**config.mk**
```make
export PLATFORM = sky130hd
export DESIGN_NAME = port_err_fsm
export DESIGN_NICKNAME = d
export VERILOG_FILES = /design/src/port_err_pkg.sv /design/src/reg_bus_if.sv /design/src/port_err_fsm.sv /design/src/sticky_bits.sv /design/src/apb_front.sv
export SDC_FILE = /design/constraint.sdc
export NUM_CORES = 1
export LEC_CHECK = 0
export ABC_AREA = 0
export BUFFER_PORTS_ARGS = -buffer_cell sky130_fd_sc_hd__buf_4
export CORE_MARGIN = 10
export CORE_UTILIZATION = 44
export CTS_BUF_LIST = sky130_fd_sc_hd__clkbuf_4 sky130_fd_sc_hd__clkbuf_8
export CTS_CLUSTER_DIAMETER = 60
export DETAILED_ROUTE_END_ITERATION = 8
export PLACE_DENSITY = 0.79
export SLEW_MARGIN = 20
export SYNTH_ARGS = -nofsm -noshare
export SYNTH_HDL_FRONTEND = slang
export SYNTH_HIERARCHICAL = 1
export SYNTH_SLANG_ARGS = --single-unit
```
**constraint.sdc**
```tcl
create_clock -name ref_clk -period 2.25 [get_ports ref_clk]
set_clock_uncertainty 0.05 [all_clocks]
set_input_delay 0.45 -clock ref_clk [delete_from_list [all_inputs] [get_ports ref_clk]]
set_output_delay 0.45 -clock ref_clk [all_outputs]
set_load 0.1 [all_outputs]
```
**src/port_err_pkg.sv**
```systemverilog
package port_err_pkg;
    localparam int ADDR_W = 8;
    localparam int DATA_W = 32;
    localparam int NUM_FLAGS = 8;

    localparam logic [ADDR_W-1:0] OFS_CTRL = 8'h00;
    localparam logic [ADDR_W-1:0] OFS_STATUS = 8'h04;
    localparam logic [ADDR_W-1:0] OFS_GLOBAL = 8'h08;
    localparam logic [ADDR_W-1:0] OFS_PORT = 8'h0C;
    localparam logic [ADDR_W-1:0] OFS_QACT = 8'h10;
    localparam logic [ADDR_W-1:0] OFS_CI = 8'h14;

    // Control register bits
    localparam int CTL_RUN = 0;
    localparam int CTL_FBS = 1;
    localparam int CTL_GIE = 2;
    localparam int CTL_UFE = 3;
    localparam int CTL_W = 4;
    localparam logic [CTL_W-1:0] CTRL_RESET = 4'h0;

    // Status flag bits, write one to clear
    localparam int ST_UFS = 0;
    localparam int ST_IFS = 1;
    localparam int ST_INFS = 2;
    localparam int ST_TFES = 3;
    localparam int ST_OFS = 4;
    localparam int ST_IPMS = 5;
    localparam int ST_PSS = 6;
    localparam int ST_SDE = 7;

    // Port state register fields
    localparam int PS_DET_LSB = 0;
    localparam int PS_CR = 4;
    localparam int PS_TF_BSY = 5;
    localparam int PS_TF_DRQ = 6;
    localparam int PS_P_BSY = 7;
    localparam int PS_P_DRQ = 8;
    localparam int PS_DEV_LSB = 12;

    localparam logic [3:0] DET_FAR_LOOP = 4'h4;
    localparam logic [3:0] DET_RESET = 4'h0;
    localparam logic [3:0] DEV_RESET = 4'h0;

    typedef enum logic [1:0] {
        FK_D2H = 2'h0,
        FK_H2D_DATA = 2'h1,
        FK_H2D_REG = 2'h2
    } frame_kind_t;

    typedef enum logic [14:0] {
        ST_IDLE = 15'h0001,
        ST_SW_IDLE = 15'h0002,
        ST_UF_STORE = 15'h0004,
        ST_UF_STATUS = 15'h0008,
        ST_UF_RAISE = 15'h0010,
        ST_FAR_LOOP = 15'h0020,
        ST_TEST = 15'h0040,
        ST_BAD_PMP = 15'h0080,
        ST_NONFATAL = 15'h0100,
        ST_ESC = 15'h0200,
        ST_ESC_SW = 15'h0400,
        ST_FATAL = 15'h0800,
        ST_WAIT_CLR = 15'h1000,
        ST_ONE_DEV = 15'h2000
    } state_t;
endpackage

```
**src/reg_bus_if.sv**
```systemverilog
`timescale 1ns/1ps
`default_nettype none
interface reg_bus_if;
    import port_err_pkg::*;
    logic wr;
    logic [ADDR_W-1:0] addr;
    logic [DATA_W-1:0] wdata;
    logic [DATA_W-1:0] rdata;
    logic hit;
    modport front(output wr, output addr, output wdata, input rdata, input hit);
    modport regs(input wr, input addr, input wdata, output rdata, output hit);
endinterface
`default_nettype wire

```
**src/port_err_fsm.sv**
```systemverilog
// Decided for this implementation: the APB register port and the placing of the registers.
`timescale 1ns/1ps
`default_nettype none
module port_err_fsm
    import port_err_pkg::*;
(
    input wire logic ref_clk,
    input wire logic resetn,
    input wire logic psel,
    input wire logic penable,
    input wire logic pwrite,
    input wire logic [ADDR_W-1:0] paddr,
    input wire logic [DATA_W-1:0] pwdata,
    output logic [DATA_W-1:0] prdata,
    output logic pready,
    output logic pslverr,
    input wire logic uf_rx,
    input wire logic uf_stored,
    input wire logic bist_far_rx,
    input wire logic bist_act,
    input wire logic esc_rx,
    input wire logic [1:0] esc_kind,
    input wire logic rerr_rx,
    input wire logic rerr_data,
    input wire logic crc_err_rx,
    input wire logic crc_data,
    input wire logic sdb_err_rx,
    input wire logic [DATA_W-1:0] sdb_active,
    input wire logic reg_err_rx,
    input wire logic dma_setup_rx,
    input wire logic other_d2h_rx,
    input wire logic slot_active,
    input wire logic ovf_rx,
    input wire logic unf_rx,
    input wire logic bad_pmp_rx,
    input wire logic pio_i_fail,
    input wire logic single_dev,
    input wire logic [3:0] fail_dev_in,
    input wire logic tf_bsy_set,
    input wire logic tf_drq_set,
    input wire logic [DATA_W-1:0] cmd_done,
    output logic uf_store_req,
    output logic port_irq,
    output logic frame_post_en,
    output logic frame_drop,
    output logic byte_count_upd,
    output logic command_list_running
);
    typedef struct packed {
        state_t st;
        logic [CTL_W-1:0] ctrl;
        logic [3:0] link_detect_state;
        logic cr;
        logic tf_bsy;
        logic tf_drq;
        logic p_bsy;
        logic p_drq;
        logic irq;
        logic [3:0] failing_device_field;
        logic [DATA_W-1:0] queued_active_register;
        logic [DATA_W-1:0] command_issue_bits;
    } fsm_t;

    fsm_t cur_ff;
    fsm_t nxt_ff;
    reg_bus_if rb ();
    logic [NUM_FLAGS-1:0] flags;
    logic [NUM_FLAGS-1:0] flag_set;
    logic [NUM_FLAGS-1:0] flag_clr;
    logic glob_bit;
    logic glob_set;
    logic glob_clr;
    logic run;
    logic fbs;
    logic idle;
    logic ci_hold;
    logic fatal_ev;
    logic nonfatal_ev;
    logic [DATA_W-1:0] port_word;

    apb_front u_front (
        .ref_clk(ref_clk),
        .resetn(resetn),
        .psel(psel),
        .penable(penable),
        .pwrite(pwrite),
        .paddr(paddr),
        .pwdata(pwdata),
        .prdata(prdata),
        .pready(pready),
        .pslverr(pslverr),
        .rb(rb.front)
    );

    sticky_bits #(.W(NUM_FLAGS)) u_flags (
        .ref_clk(ref_clk),
        .resetn(resetn),
        .set(flag_set),
        .clr(flag_clr),
        .q(flags)
    );

    sticky_bits #(.W(1)) u_glob (
        .ref_clk(ref_clk),
        .resetn(resetn),
        .set(glob_set),
        .clr(glob_clr),
        .q(glob_bit)
    );

    assign run = cur_ff.ctrl[CTL_RUN];
    assign fbs = cur_ff.ctrl[CTL_FBS];
    assign idle = (cur_ff.st == ST_IDLE) || (cur_ff.st == ST_SW_IDLE);
    assign flag_clr = (rb.wr && rb.addr == OFS_STATUS) ? rb.wdata[NUM_FLAGS-1:0] : '0;
    assign glob_clr = rb.wr && (rb.addr == OFS_GLOBAL) && rb.wdata[0];
    // Escape states keep every issued command visible to software
    assign ci_hold = cur_ff.st inside {ST_ESC, ST_ESC_SW, ST_FATAL};

    always_comb begin
        port_word = '0;
        port_word[PS_DET_LSB +: 4] = cur_ff.link_detect_state;
        port_word[PS_CR] = cur_ff.cr;
        port_word[PS_TF_BSY] = cur_ff.tf_bsy;
        port_word[PS_TF_DRQ] = cur_ff.tf_drq;
        port_word[PS_P_BSY] = cur_ff.p_bsy;
        port_word[PS_P_DRQ] = cur_ff.p_drq;
        port_word[PS_DEV_LSB +: 4] = cur_ff.failing_device_field;
    end

    always_comb begin
        nxt_ff = cur_ff;
        flag_set = '0;
        glob_set = 1'b0;
        fatal_ev = 1'b0;
        nonfatal_ev = 1'b0;
        rb.hit = 1'b1;
        rb.rdata = '0;
        case (rb.addr)
            OFS_CTRL: rb.rdata[CTL_W-1:0] = cur_ff.ctrl;
            OFS_STATUS: rb.rdata[NUM_FLAGS-1:0] = flags;
            OFS_GLOBAL: rb.rdata[0] = glob_bit;
            OFS_PORT: rb.rdata = port_word;
            OFS_QACT: rb.rdata = cur_ff.queued_active_register;
            OFS_CI: rb.rdata = cur_ff.command_issue_bits;
            default: rb.hit = 1'b0;
        endcase
        if (rb.wr && rb.addr == OFS_CTRL) begin
            nxt_ff.ctrl = rb.wdata[CTL_W-1:0];
        end
        if (!ci_hold) begin
            nxt_ff.command_issue_bits = cur_ff.command_issue_bits & ~cmd_done;
        end
        if (rb.wr && rb.addr == OFS_CI) begin
            nxt_ff.command_issue_bits = nxt_ff.command_issue_bits | rb.wdata;
        end
        nxt_ff.tf_bsy = cur_ff.tf_bsy | tf_bsy_set;
        nxt_ff.p_bsy = cur_ff.p_bsy | tf_bsy_set;
        nxt_ff.tf_drq = cur_ff.tf_drq | tf_drq_set;
        nxt_ff.p_drq = cur_ff.p_drq | tf_drq_set;
        // Error table, applied whenever the event is reported
        if (esc_rx && (esc_kind != FK_H2D_REG || !fbs)) begin
            flag_set[ST_IFS] = 1'b1;
        end
        if (esc_rx && esc_kind == FK_H2D_REG && fbs) begin
            flag_set[ST_INFS] = 1'b1;
            flag_set[ST_SDE] = 1'b1;
            nxt_ff.failing_device_field = fail_dev_in;
        end
        if (rerr_rx && rerr_data && !fbs) begin
            flag_set[ST_IFS] = 1'b1;
            fatal_ev = 1'b1;
        end
        if (rerr_rx && !rerr_data) begin
            flag_set[ST_INFS] = 1'b1;
            nonfatal_ev = 1'b1;
        end
        if (crc_err_rx) begin
            flag_set[crc_data ? ST_IFS : ST_INFS] = 1'b1;
            fatal_ev = fatal_ev | crc_data;
            nonfatal_ev = nonfatal_ev | !crc_data;
        end
        if (sdb_err_rx) begin
            nxt_ff.queued_active_register = sdb_active;
        end
        if (sdb_err_rx || reg_err_rx) begin
            flag_set[ST_TFES] = 1'b1;
            flag_set[ST_SDE] = flag_set[ST_SDE] | fbs;
            if (fbs) begin
                nxt_ff.failing_device_field = fail_dev_in;
            end
        end
        if (dma_setup_rx && !slot_active) begin
            flag_set[ST_IFS] = 1'b1;
            fatal_ev = 1'b1;
        end
        if (ovf_rx) begin
            flag_set[ST_OFS] = 1'b1;
            flag_set[ST_SDE] = flag_set[ST_SDE] | fbs;
            if (fbs) begin
                nxt_ff.failing_device_field = fail_dev_in;
            end
        end
        case (cur_ff.st)
            ST_IDLE, ST_SW_IDLE: begin
                nxt_ff.st = fbs ? ST_SW_IDLE : ST_IDLE;
                // First matching condition wins
                if (bist_far_rx) begin
                    nxt_ff.st = ST_FAR_LOOP;
                end else if (bist_act) begin
                    nxt_ff.st = ST_TEST;
                end else if (esc_rx && esc_kind == FK_H2D_REG && fbs) begin
                    nxt_ff.st = ST_ESC_SW;
                end else if (esc_rx && esc_kind != FK_D2H) begin
                    nxt_ff.st = ST_ESC;
                end else if ((esc_rx && esc_kind == FK_D2H) || fatal_ev) begin
                    nxt_ff.st = ST_FATAL;
                end else if (bad_pmp_rx) begin
                    nxt_ff.st = ST_BAD_PMP;
                end else if (uf_rx) begin
                    nxt_ff.st = ST_UF_STORE;
                end else if (nonfatal_ev) begin
                    nxt_ff.st = ST_NONFATAL;
                end
            end
            ST_UF_STORE: begin
                // Flag only after the copy to memory has finished
                if (uf_stored) begin
                    flag_set[ST_UFS] = 1'b1;
                    if (cur_ff.ctrl[CTL_UFE]) begin
                        nxt_ff.st = ST_UF_STATUS;
                    end else begin
                        nxt_ff.st = fbs ? ST_SW_IDLE : ST_IDLE;
                    end
                end
            end
            ST_UF_STATUS: begin
                glob_set = 1'b1;
                if (cur_ff.ctrl[CTL_GIE]) begin
                    nxt_ff.st = ST_UF_RAISE;
                end else begin
                    nxt_ff.st = fbs ? ST_SW_IDLE : ST_IDLE;
                end
            end
            ST_UF_RAISE: begin
                nxt_ff.irq = 1'b1;
                nxt_ff.st = fbs ? ST_SW_IDLE : ST_IDLE;
            end
            ST_FAR_LOOP: begin
                nxt_ff.link_detect_state = DET_FAR_LOOP;
                nxt_ff.st = ST_TEST;
            end
            ST_TEST: begin
                if (!run) begin
                    nxt_ff.st = ST_IDLE;
                end
            end
            ST_BAD_PMP: begin
                flag_set[ST_IPMS] = 1'b1;
                nxt_ff.st = ST_NONFATAL;
            end
            ST_NONFATAL: begin
                nxt_ff.st = fbs ? ST_SW_IDLE : ST_IDLE;
            end
            ST_ESC: begin
                nxt_ff.tf_bsy = 1'b0;
                nxt_ff.tf_drq = 1'b0;
                nxt_ff.p_bsy = 1'b0;
                nxt_ff.p_drq = 1'b0;
                flag_set[ST_IFS] = 1'b1;
                nxt_ff.st = ST_FATAL;
            end
            ST_ESC_SW: begin
                flag_set[ST_INFS] = 1'b1;
                nxt_ff.st = ST_ONE_DEV;
            end
            ST_FATAL: begin
                flag_set[ST_IFS] = 1'b1;
                flag_set[ST_PSS] = pio_i_fail;
                if (fbs && single_dev) begin
                    nxt_ff.st = ST_ONE_DEV;
                end else begin
                    nxt_ff.st = ST_WAIT_CLR;
                end
            end
            ST_WAIT_CLR: begin
                // Only software clearing run ends this wait; a fatal stop with fbs and single_dev skips it via ST_ONE_DEV
                if (!run) begin
                    nxt_ff.st = ST_IDLE;
                end
            end
            ST_ONE_DEV: begin
                nxt_ff.st = ST_SW_IDLE;
            end
            default: begin
                nxt_ff.st = ST_IDLE;
            end
        endcase
        // Withdrawn only once software has cleared the global bit
        if (cur_ff.irq && !glob_bit) begin
            nxt_ff.irq = 1'b0;
        end
        // Dropped early on a fatal stop that waits in ST_WAIT_CLR, always dropped with run low
        nxt_ff.cr = run && (cur_ff.st != ST_WAIT_CLR);
    end

    always_ff @(posedge ref_clk or negedge resetn) begin
        if (!resetn) begin
            cur_ff <= '{st: ST_IDLE, ctrl: CTRL_RESET, link_detect_state: DET_RESET,
                        failing_device_field: DEV_RESET, default: '0};
        end else begin
            cur_ff <= nxt_ff;
        end
    end

    assign uf_store_req = (cur_ff.st == ST_UF_STORE);
    assign port_irq = cur_ff.irq;
    // Posting carries on after data errors until run is cleared
    assign frame_post_en = run && (cur_ff.st != ST_TEST);
    assign frame_drop = other_d2h_rx && !slot_active;
    assign byte_count_upd = unf_rx;
    assign command_list_running = cur_ff.cr;
endmodule // port_err_fsm
`default_nettype wire

```
**src/sticky_bits.sv**
```systemverilog
`timescale 1ns/1ps
`default_nettype none
module sticky_bits #(
    parameter int W = 1
) (
    input wire logic ref_clk,
    input wire logic resetn,
    input wire logic [W-1:0] set,
    input wire logic [W-1:0] clr,
    output logic [W-1:0] q
);
    typedef struct packed {
        logic [W-1:0] q;
    } bits_t;
    bits_t cur_ff;
    bits_t nxt_ff;

    // Set beats clear so an event in the clearing cycle survives
    always_comb begin
        nxt_ff = cur_ff;
        nxt_ff.q = (cur_ff.q & ~clr) | set;
    end

    always_ff @(posedge ref_clk or negedge resetn) begin
        if (!resetn) begin
            cur_ff <= '0;
        end else begin
            cur_ff <= nxt_ff;
        end
    end

    assign q = cur_ff.q;
endmodule // sticky_bits
`default_nettype wire

```
**src/apb_front.sv**
```systemverilog
`timescale 1ns/1ps
`default_nettype none
module apb_front
    import port_err_pkg::*;
(
    input wire logic ref_clk,
    input wire logic resetn,
    input wire logic psel,
    input wire logic penable,
    input wire logic pwrite,
    input wire logic [ADDR_W-1:0] paddr,
    input wire logic [DATA_W-1:0] pwdata,
    output logic [DATA_W-1:0] prdata,
    output logic pready,
    output logic pslverr,
    reg_bus_if.front rb
);
    typedef struct packed {
        logic [DATA_W-1:0] rdata;
        logic err;
    } front_t;
    front_t cur_ff;
    front_t nxt_ff;

    // Read data and error are captured in the setup cycle, so the access
    // phase always completes with no wait state
    always_comb begin
        nxt_ff = cur_ff;
        if (psel && !penable) begin
            nxt_ff.rdata = pwrite ? '0 : rb.rdata;
            nxt_ff.err = !rb.hit;
        end
    end

    always_ff @(posedge ref_clk or negedge resetn) begin
        if (!resetn) begin
            cur_ff <= '0;
        end else begin
            cur_ff <= nxt_ff;
        end
    end

    assign rb.addr = paddr;
    assign rb.wdata = pwdata;
    assign rb.wr = psel && penable && pwrite && rb.hit;
    assign prdata = cur_ff.rdata;
    assign pslverr = psel && penable && cur_ff.err;
    assign pready = 1'b1;
endmodule // apb_front
`default_nettype wire

```
---- Yosys cells after proc, flatten, opt, wreduce, memory -nomap -nowiden ----
Cells that the tools add are included.
operators by class
  reduce and logical (&&, ||, !) cells .... 46
  bitwise gates (word level) .............. 18
  magnitude comparators ................... 2
  muxes and demuxes ....................... 57
  eq/ne operators ......................... 25
operator list
  operator              number
  $pmux 15 s11          1
  $mux 32               3
  $pmux 24 s3           1
  $mux 12               5
  $and 32x32->32        1
  $not 32->32           1
  $or 32x32->32         1
  $mux 15               2
  $mux 4                7
  $mux 9                3
  $logic_and 1x1->1     25
  $mux 1                25
  $eq 8x4->1 const B    2
  $eq 8x5->1 const B    2
  $mux 8                2
  $or 8x8->8            2
  $pmux 4 s4            1
  $eq 15x1->1 const B   1
  $eq 15x10->1 const B  1
  $eq 15x11->1 const B  1
  $eq 15x12->1 const B  1
  $eq 15x13->1 const B  1
  $eq 15x14->1 const B  1
  $eq 15x2->1 const B   1
  other kinds (34)      57
storage, ports and cells
  flip-flop bits (word level) ............. 136
  logic and storage cells ................. 164
  input bits .............................. 136
  output and inout bits ................... 40

---- Longest topological paths before layout ----
Gate-level depths: netlist (run 1).
  word-level depth ........................ 14
  depth in mapped cells ................... 11

---- Modules after synthesis ----
The synthesis (run 1) kept the hierarchy.
by module, submodules not included
  module                 times used  area each (um2)  cells an instance  sequential area each (um2)
  port_err_fsm           1           4762.1           447                2328.5
  apb_front              1           2192.1           183                825.8
  sticky_bits (u_flags)  1           290.3            24                 200.2
  sticky_bits (u_glob)   1           36.3             3                  25.0

---- Worst setup path after synthesis (run 1) ----
No wires, ideal clock.
  path kind ............................... reg-to-output
  start point ............................. reg cur_ff[93] in the netlist's numbering
  end point ............................... out frame_post_en
  data required time ...................... 1.750 ns
  stages on the path, launching flop included .. 6
  arrival ................................. 3.045 ns
  slack ................................... -1.295 ns
  buffers on the path ..................... 1
  cell sequence ........................... dfrtp_1 clkbuf_1 nor4_2 nand2_1 nor2_1 a21boi_0
between the ends
  word-level cells in the longest chain between the ends .. 2
ends and longest elaborated chain
  item                    line                 text
  from (decl)             port_err_fsm.sv:64   fsm_t cur_ff;
  from (signal assigned)  port_err_fsm.sv:308  cur_ff <= '{st: ST_IDLE, ctrl: CTRL_RESET, link_detect_state: DET_RESET,
  from (signal assigned)  port_err_fsm.sv:311  cur_ff <= nxt_ff;
  $ne 15x7->1             port_err_fsm.sv:318  assign frame_post_en = run && (cur_ff.st != ST_TEST);
  $logic_and 1x1->1       port_err_fsm.sv:318
  to (decl)               port_err_fsm.sv:44   output logic frame_post_en,
Every way passes these cells.

---- Final worst setup path (run 1) ----
  start point ............................. reg cur_ff[92] in the netlist's numbering
  end point ............................... out uf_store_req
between the ends
  word-level cells in the longest chain between the ends .. 1
ends and longest elaborated chain
  item         line                 text
  $eq 15x3->1  port_err_fsm.sv:315  assign uf_store_req = (cur_ff.st == ST_UF_STORE);
  to (decl)    port_err_fsm.sv:42   output logic uf_store_req,
Every way passes these cells.

==> run metrics, run 1 <==
storage element area 3380 µm²; YS warnings 6; Final Routed Wirelength 20700 µm; switching share of power 0.297; top_reg_cell synth dfrtp_1; highest routed layer met4; metal3 WL around 1300 µm; via count 5497; count of TritonRoute iterations in the first routing pass 5; crit share post-route 1.06; largest net degree at the start of global routing 53; critical path depth 5; layout cells sized above 1 0.466; via/cell ratio 5.32; maximum achievable frequency 420 MHz; Final Slew Violations 0; Mapped Nets just under 800; root buffer cell clkbuf_8; # setup viols final 2; R2R setup slack 0.01 ns; core area 16100 µm²; register area share after synthesis 0.464; status finished with violations; Crit path max-delay family simple AND/OR/NAND/NOR gates; actual slew at the worst max-slew pin 0.509 ns; class of the worst hold path in2reg; CTS tree done; Int Pwr 4.35 mW; CP Max Fanout 4; final setup margin -0.132 ns; mean post-synth cell area roughly 11 µm²; Worst R2R End cur_ff[31]; Port Buffers ~170; Seq cells post-synth 135; deepest clock path buffer count 2; Synth Cell Area about 7300 µm²; multi-input logic area 3140 µm²; clock-pin slew on the worst setup and hold paths 0.08 ns; WS Path Type reg2out; DRT antenna net count 0; Comb power frac 0.244; H-tree depth 4; CP Capture Point uf_store_req; Ports 176; crit end category primary output; first-pass GRT wire length 32300 µm; NetSw 1.83 mW; LEAKAGE 4.64 nW; Post-Route M1 WL ~9000 µm; Clk Latency, worst-skew pair 0.46 ns; Slew headroom 0.661; Worst R2R Path Depth 8; Max VDD drop 361 µV; hpwl dp between 15000 and 20000 µm; # rows 46; maxcap violations 0; CTS Buf Count 17; RSZ-0062 raised after global routing yes; clk sinks about 140; nets 939; Post-synth ARST share 1.00; utilization after layout 0.571; Cell Count Post-Placement 985; Clock power frac 0.327; Hold Violations, Final 0; Post-Syn Instances 657; crit start category flip-flop; Top cell by count, worst path and3_4; Synth cell types 63; final worst hold slack 0.151 ns; Initial DRC Count 374; fin cells 1033; GR Util All Layers 0.188; DIE AREA 22100 µm²; minimum clock period after layout between 2 and 2.5 ns; sequential power share 0.429; Cell Chain, Critical Path nor4_2, buf_4, and3_4, and3_4, buf_12; Area Overhead vs Synth 25.9%; Crit path arrival time 1.88 ns; initial core utilization 0.453; CP bufs+invs 2; number of fill cells 1374; Met2 Wirelength 9890 µm; Wirelength per Cell 20.0 µm; failing checks setup timing; crit path from cur_ff[92]; Final TNS setup -0.209 ns; slowest stage delay, CP 0.40 ns; number of flops mapped to enable cells by yosys 0; GR Overflow Total 0; Worst R2R Start cur_ff[86]; Cell Pwr Density 674 nW/µm²; Die W 149 µm; Final Wtd Congestion 0.927; number of global-route vias before repair 5784; height of the die 149 µm; drt drc 0; Overall Power 6.18 mW; initial antenna violation count 1; slowest cell on the critical path dfrtp_1; Required @ worst endpoint ~1.8 ns
-- cell families (layout without fill, tap and decap cells) --
group                  count (synthesis)  count (layout)  share of synthesized area
XOR/XNOR                               5               5                    0.00601
AND/OR/NAND/NOR                      197             197                      0.152
buffers and inverters                135             294                      0.122
other                                  1               2                   0.000515
AO/OA/AOI/OAI                        107             107                      0.118
flip-flops                           135             135                      0.464
multiplexers                          77              77                      0.137
-- area by class of cell --
type                       count  area share
inverter                      24     0.00983
clock inverter                14      0.0166
clock buffer                  18      0.0263
antenna                        1    0.000273
tap                          216      0.0295
timing repair buffer         238       0.206
sequential                   135       0.369
multi-input combinational    387       0.343
-- registers in the layout, summed over array words and instances, names as in the netlist, named ones only --
register,cells
cur_ff,87
u_front/prdata,32
u_flags/q,8
command_list_running,1
port_irq,1
u_front/cur_ff,1
u_glob/q,1
-- worst register-to-register path, cell delays in order (launching register included) --
cell and delay, ns:
dfrtp_1 0.43, buf_4 0.16, or4_1 0.60, nor4_4 0.23, o211ai_1 0.14, buf_4 0.18, buf_6 0.17, nand2_1 0.09
a22o_1 0.13
-- synth_stat cells, types with 3 or more instances --
cell,count,area share
nor4_2,3,0.0052
buf_6,4,0.0062
a21o_1,10,0.010
nand3_1,11,0.0076
nor4_1,4,0.0034
and3_1,13,0.011
mux2_2,43,0.067
o21ai_0,8,0.0055
and2_1,5,0.0043
xor2_1,4,0.0048
or2_2,5,0.0043
nor3b_1,4,0.0041
buf_2,8,0.0055
nand2_1,56,0.029
mux2i_1,3,0.0041
inv_1,24,0.012
dfrtp_1,134,0.46
nand3b_1,3,0.0031
mux2_4,29,0.060
nor2_1,26,0.013
nor4b_1,5,0.0060
a222oi_1,9,0.012
buf_12,3,0.0082
buf_4,78,0.080
a22o_1,52,0.063
clkbuf_1,17,0.0088
nor3_1,7,0.0048
and2b_1,11,0.011
a21oi_1,7,0.0048
nor2b_1,25,0.021
-- power groups by stage --
stage | Clock (mW) | Combinational (mW) | Sequential, mW
after floorplan | 0 | 0.713 | 2.66
after global placement | 0 | 1.26 | 2.69
after detailed placement | 0 | 1.26 | 2.70
after CTS | 2.06 | 1.48 | 2.65
after global routing | 2.17 | 1.62 | 2.67
final | 2.02 | 1.51 | 2.65
-- how the worst min path moves through the flow --
stage	cells after the start	startpoint	slack, ns	endpoint
6_report	2	esc_rx	0.15	cur_ff[89]
5_1_grt	2	pwdata[20]	0.14	cur_ff[20]
4_1_cts	2	esc_rx	0.14	cur_ff[89]
3_5_place_dp	1	resetn	0.39	cur_ff[94]
3_3_place_gp	1	resetn	0.38	cur_ff[94]
2_1_floorplan	0	resetn	0.10	asynchronous set/reset pin
-- placed cells by master (no fill, tap or decap), types with 5 or more instances in the layout --
cell type,count
a21o_1,10
a21oi_1,6
a222oi_1,9
a22o_1,52
and2_1,5
and2b_1,11
and3_1,11
buf_12,7
buf_4,225
clkbuf_8,17
clkinvlp_4,6
dfrtp_1,132
inv_1,24
mux2_2,39
mux2_4,33
nand2_1,54
nand3_1,10
nor2_1,23
nor2b_1,24
nor3_1,7
o21ai_0,8
-- per-layer routing --
metal / track usage / vias to the layer above
li1: - / 2558
met1: 0.239 / 2683
met2: 0.303 / 205
met3: 0.0370 / 51
met4: 0.0818 / 0
met5: 0 / -
-- stage by stage --
stage / instance area [µm²] / worst slack [ns]
after global placement: 8550 / -0.285
after CTS: 9130 / -0.134
after global routing: 9170 / -0.206
after detailed placement: 8550 / -0.304
final: 9170 / -0.132
after floorplan: 7370 / -0.246
-- timing repair --
action | in CTS | in global routing
endpoints found under the setup margin | 9 | 28
hold buffers | 1 | 0
gates cloned | 1 | 0
pin swaps | 7 | 4
setup buffers | 10 | 3
hold endpoints to repair | 49 | 0
resized for setup | 22 | 4
(Power assumes the default switching activity.)
==> run 2, diff against run 1 <==
==> constraint.sdc (replaced) <==
create_clock -name ref_clk -period 2.9 [get_ports ref_clk]
set_clock_uncertainty 0.05 [all_clocks]
set_input_delay 0.58 -clock ref_clk [delete_from_list [all_inputs] [get_ports ref_clk]]
set_output_delay 0.58 -clock ref_clk [all_outputs]
set_load 0.1 [all_outputs]
==> run 2 against run 1 <==
The flow now finishes without violations. First-iteration DRC count is 13% lower. Largest cell class unchanged. Flip-flop and latch count unchanged. Sequential share of layout area increased by 1.4 points. Clock power down 10%. Critical endpoint is now frame_post_en. Largest power group unchanged. Highest routed layer unchanged.
==> run metrics, run 2 (same netlist as run 1, synthesis figures left out) <==
Comb power frac 0.187 (was 0.244); initial antenna violation count 1 (unchanged); CP Max Fanout 6 (was 4); # setup viols final 0 (was 2); Initial DRC Count 325 (was 374); DRT antenna net count 0 (unchanged); Port Buffers 172 (unchanged); Final Routed Wirelength 20200 µm (was 20700 µm); R2R setup slack 0.47 ns (was 0.01 ns); CTS Buf Count 17 (unchanged); Final Wtd Congestion 0.900 (was 0.927); root buffer cell clkbuf_8 (unchanged); sequential power share 0.432 (was 0.429); Wirelength per Cell 20.3 µm (was 20.0 µm); met1 Usage GRT 0.227 (was 0.239); slowest stage delay, CP 0.69 ns (was 0.40 ns); crit share post-route 0.950; Area Overhead vs Synth 21.2% (was 25.9%); NetSw 1.25 mW (was 1.83 mW); maxcap violations 0 (unchanged); RSZ-0062 raised after global routing no (was yes); CP bufs+invs 1 (was 2); max reg flops 87 (unchanged); Required @ worst endpoint 2.27 ns (was 1.75 ns); count of TritonRoute iterations in the first routing pass 6 (was 5); Cell Chain, Critical Path or4_1, nor2_1, a21boi_2, buf_4 (was nor4_2, buf_4, and3_4, and3_4, buf_12); maximum achievable frequency ~360 MHz; largest net degree at the start of global routing 69 (was 53); deepest clock path buffer count 2 (unchanged); layout cells sized above 1 0.416 (was 0.466); number of fill cells 1421 (was 1374); GR Overflow Total 0 (unchanged); status finished clean (was finished with violations); Int Pwr 3.51 mW (was 4.35 mW); busiest grt layer met2 (unchanged); first-pass GRT wire length 31300 µm (was 32300 µm); commonest cells after routing, fill and taps aside 190 x buf_4, 134 x dfrtp_1, 56 x nand2_1 (was 225 x buf_4, 132 x dfrtp_1, 54 x nand2_1); clk sinks 135 (unchanged); Cell Pwr Density 539 nW/µm² (was 674 nW/µm²); GR Util All Layers 0.182 (was 0.188); clock-pin slew on the worst setup and hold paths 0.07 ns (was 0.08 ns); height of the die 149 µm (unchanged); Slew headroom 0.556 (was 0.661); Crit path arrival time 2.13 ns (was 1.88 ns); hpwl dp 15100 µm (was 15500 µm); Hold Violations, Final 0 (unchanged); Reg with most FFs cur_ff (unchanged); CTS resizes 0 (was 22); crit start category flip-flop (unchanged); WS Path Type reg2out (unchanged); fin cells 993 (was 1033); via/cell ratio 5.32 (about the same); postcts setup bufs 0 (was 10); actual slew at the worst max-slew pin 0.666 ns (was 0.509 ns); commonest non-fill, non-tap cell in the layout buf_4 (unchanged); # rows 46 (unchanged); crit path from cur_ff[83] (was cur_ff[92]); class of the worst hold path in2async (was in2reg); crit end category primary output (unchanged); Worst R2R Start cur_ff[86] (unchanged); Cell Count Post-Placement 961 (was 985); Die W 149 µm (unchanged); core area 16100 µm² (unchanged); CTS tree done (unchanged); initial core utilization 0.453 (unchanged); met3 Use GR 0.0540 (was 0.0370); number of global-route vias before repair 5504 (was 5784); via count 5286 (was 5497); LEAKAGE 4.46 nW (was 4.64 nW); Clk Latency, worst-skew pair 0.44 ns (was 0.46 ns); switching share of power 0.264 (was 0.297); slowest cell on the critical path or4_1 (was dfrtp_1); DIE AREA 22100 µm² (unchanged); minimum clock period after layout 2.76 ns; H-tree depth 4 (unchanged); Overall Power 4.76 mW (was 6.18 mW); Max VDD drop 282 µV (was 361 µV); hold_buf cts 0 (was 1); Clock power frac 0.381 (was 0.327); Ports 176 (unchanged); Crit path max-delay family simple AND/OR/NAND/NOR gates (unchanged); drt drc 0 (unchanged); met2 GRT Util 0.291 (was 0.303); nets 900 (was 939); Final Slew Violations 0 (unchanged)
## run 2: cell type report
cell class / count / area, µm² / area share
antenna: 1 / 2.50 / 0.000284
timing repair buffer: 199 / 1600 / 0.181
sequential: 135 / 3380 / 0.383
clock inverter: 8 / 169 / 0.0191
tap: 216 / 270 / 0.0306
clock buffer: 23 / 292 / 0.0330
multi-input combinational: 387 / 3020 / 0.343
inverter: 24 / 90.1 / 0.0102
## run 2: worst paths after layout
check                                 to  depth (start not counted)
max                        frame_post_en                          4
min                           cur_ff[88]                          1
max reg2reg                   cur_ff[21]                          7
min reg2reg                   cur_ff[76]                          1
max in group asynchronous     cur_ff[83]                          2
min in group ref_clk        u_flags/q[4]                          2
## run 2: stage by stage
step | TNS (ns) | worst slack [ns] | utilization | instance area, µm² | hold WS [ns]
floorplan | 0 | 0.0257 | - | 7280 | 0.234
global placement | 0 | 0.0821 | 0.521 | 8360 | 0.406
detailed placement | -0.0196 | -0.0102 | 0.521 | 8360 | 0.416
CTS | 0 | 0.136 | 0.549 | 8820 | 0.105
global route | 0 | 0.0645 | 0.549 | 8820 | 0.115
finish | 0 | 0.145 | 0.549 | 8820 | 0.0947
## run 2: power by group through the flow
stage          Combinational, mW  Clock, mW  Sequential (mW)
3_5_place_dp               0.883          0             2.09
5_1_grt                    0.973       1.95             2.07
3_3_place_gp               0.887          0             2.09
2_1_floorplan              0.550          0             2.07
6_report                   0.890       1.81             2.06
4_1_cts                    0.886       1.86             2.06
## run 2: metal layers
layer	routed length, µm	part of all wire
met1	8580	0.43
met2	9760	0.48
met3	1320	0.065
met4	511	0.025
met5	0	0
==> run 3, diff against run 2 <==
--- a/config.mk
+++ b/config.mk
@@ -6,7 +6,7 @@
 export NUM_CORES = 1
 export LEC_CHECK = 0
 export ABC_AREA = 0
-export BUFFER_PORTS_ARGS = -buffer_cell sky130_fd_sc_hd__buf_4
+export BUFFER_PORTS_ARGS = -buffer_cell sky130_fd_sc_hd__buf_2
 export CORE_MARGIN = 10
 export CORE_UTILIZATION = 44
 export CTS_BUF_LIST = sky130_fd_sc_hd__clkbuf_4 sky130_fd_sc_hd__clkbuf_8
==> run 3 against run 2 <==
Final cell count down 0.30%. Setup slack worse by 0.016 ns. Sequential share of layout area up 1.9 points. First-iteration DRC count up 6.8%. Total power up 2.0%. Die area unchanged. Critical path depth up 1. Routed wire length down 1.2%. Clock-buffer cell count down 3. Clock power up 11%. Non-clock buffer count down 5. Sequential power about the same.
==> run metrics, run 3 (same netlist as run 1, synthesis figures left out) <==
status finished clean (unchanged); nets 895 (was 900); largest net degree at the start of global routing 59 (was 69); Area Overhead vs Synth 15.4% (was 21.2%); RSZ-0062 raised after global routing no (unchanged); Slew headroom 0.431 (was 0.556); Required @ worst endpoint 2.27 ns (about the same); CTS tree done (unchanged); commonest cells after routing, fill and taps aside 170 x buf_2, 134 x dfrtp_1, 56 x nand2_1 (was 190 x buf_4, 134 x dfrtp_1, 56 x nand2_1); switching share of power 0.264 (about the same); clk sinks 135 (unchanged); Die W 149 µm (unchanged); Comb power frac 0.160 (was 0.187); Final Wtd Congestion 0.925 (was 0.900); Crit path arrival time 2.14 ns (was 2.13 ns); Initial DRC Count 347 (was 325); hpwl dp 15000 µm (was 15100 µm); setup slack at placement 0.0647 ns (was -0.0102 ns); CP Max Fanout 7 (was 6); Int Pwr 3.57 mW (was 3.51 mW); DRT antenna net count 0 (unchanged); crit end category primary output (unchanged); postcts setup bufs 0 (unchanged); height of the die 149 µm (unchanged); CTS Buf Count 17 (unchanged); class of the worst hold path in2async (unchanged); Final Routed Wirelength 19900 µm (was 20200 µm); final worst hold slack 0.0491 ns (was 0.0947 ns); Cell Pwr Density 578 nW/µm² (was 539 nW/µm²); Final Slew Violations 0 (unchanged); LEAKAGE 4.34 nW (was 4.46 nW); Hold Violations, Final 0 (unchanged); sequential power share 0.427 (was 0.432); Clock power frac 0.413 (was 0.381); commonest non-fill, non-tap cell in the layout buf_2 (was buf_4); drt drc 0 (unchanged); Max VDD drop 335 µV (was 282 µV); Ports 176 (unchanged); GR Util All Layers 0.178 (was 0.182); initial core utilization 0.453 (unchanged); initial antenna violation count 1 (unchanged); Final TNS setup 0 ns (unchanged); minimum clock period after layout 2.77 ns (was 2.76 ns); final setup margin 0.129 ns (was 0.145 ns); crit share post-route 0.956 (was 0.950); actual slew at the worst max-slew pin 0.846 ns (was 0.666 ns); number of fill cells 1459 (was 1421); Worst R2R Path Depth 6 (was 7); # rows 46 (unchanged); WS Path Type reg2out (unchanged); via/cell ratio 5.30 (was 5.32); hold_buf cts 0 (unchanged); deepest clock path buffer count 2 (unchanged); max reg flops 87 (unchanged); layout cells sized above 1 0.417 (was 0.416); # setup viols final 0 (unchanged); number of global-route vias before repair 5528 (was 5504); via count 5245 (was 5286); first-pass GRT wire length 30700 µm (was 31300 µm); maxcap violations 0 (unchanged); maximum achievable frequency 361 MHz (was 363 MHz); Port Buffers 172 (unchanged); NetSw 1.28 mW (was 1.25 mW); count of TritonRoute iterations in the first routing pass 5 (was 6); Reg with most FFs cur_ff (unchanged); GR Overflow Total 0 (unchanged); clock-pin slew on the worst setup and hold paths 0.08 ns (was 0.07 ns); Wirelength per Cell 20.1 µm (was 20.3 µm); Clk Latency, worst-skew pair 0.44 ns (about the same); H-tree depth 4 (unchanged); core area 16100 µm² (unchanged); crit start category flip-flop (unchanged); root buffer cell clkbuf_8 (unchanged); DIE AREA 22100 µm² (unchanged); Overall Power 4.86 mW (was 4.76 mW)
[run 3: layout make-up]
type                       instances  area [µm²]  share of cell area
antenna                            2        5.00            0.000596
clock buffer                      20         269              0.0320
clock inverter                    12         245              0.0292
inverter                          24        90.1              0.0107
multi-input combinational        387        3030               0.361
sequential                       135        3380               0.402
tap                              216         270              0.0322
timing repair buffer             194        1110               0.132
[run 3: repair_timing]
item                                    in CTS  in global routing
endpoints found under the hold margin        0                  0
gates resized for setup                      0                  3
endpoints found under the setup margin       0                  1
[run 3: layer usage]
layer  share of wire  track usage
met3           0.057       0.0446
met4           0.021       0.0610
met5               0            0
met2            0.49        0.293
met1            0.43        0.223
[run 3: final timing paths]
kind	startpoint	endpoint	slack [ns]
min in group ref_clk	ovf_rx	u_flags/q[4]	0.29
hold reg to reg	u_flags/q[1]	u_flags/q[1]	0.43
hold / removal	resetn	cur_ff[0]	0.05
max in group asynchronous	resetn	cur_ff[82]	2.00
setup / recovery	cur_ff[86]	uf_store_req	0.13
setup reg to reg	cur_ff[86]	cur_ff[83]	0.42
[run 3: stage by stage]
step / cell area (µm²) / cells / util
finish: 8400 / 990 / 0.523
global route: 8400 / 989 / 0.523
CTS: 8390 / 988 / 0.522
detailed placement: 7870 / 956 / 0.490
global placement: 7870 / 956 / 0.490
floorplan: 7280 / 657 / -
[run 3: power groups by stage]
stage	clock, mW	combinational [mW]	sequential (mW)
6_report	2.01	0.776	2.07
3_5_place_dp	0	0.764	2.11
3_3_place_gp	0	0.768	2.11
2_1_floorplan	0	0.550	2.07
4_1_cts	2.04	0.766	2.07
5_1_grt	2.13	0.855	2.09
[run 3: critical path, cell delays in order, from the launching register on]
cell and delay, ns:
dfrtp_1 0.47, nor4_2 0.42, buf_4 0.20, and3_1 0.16, and3_1 0.25, buf_12 0.20
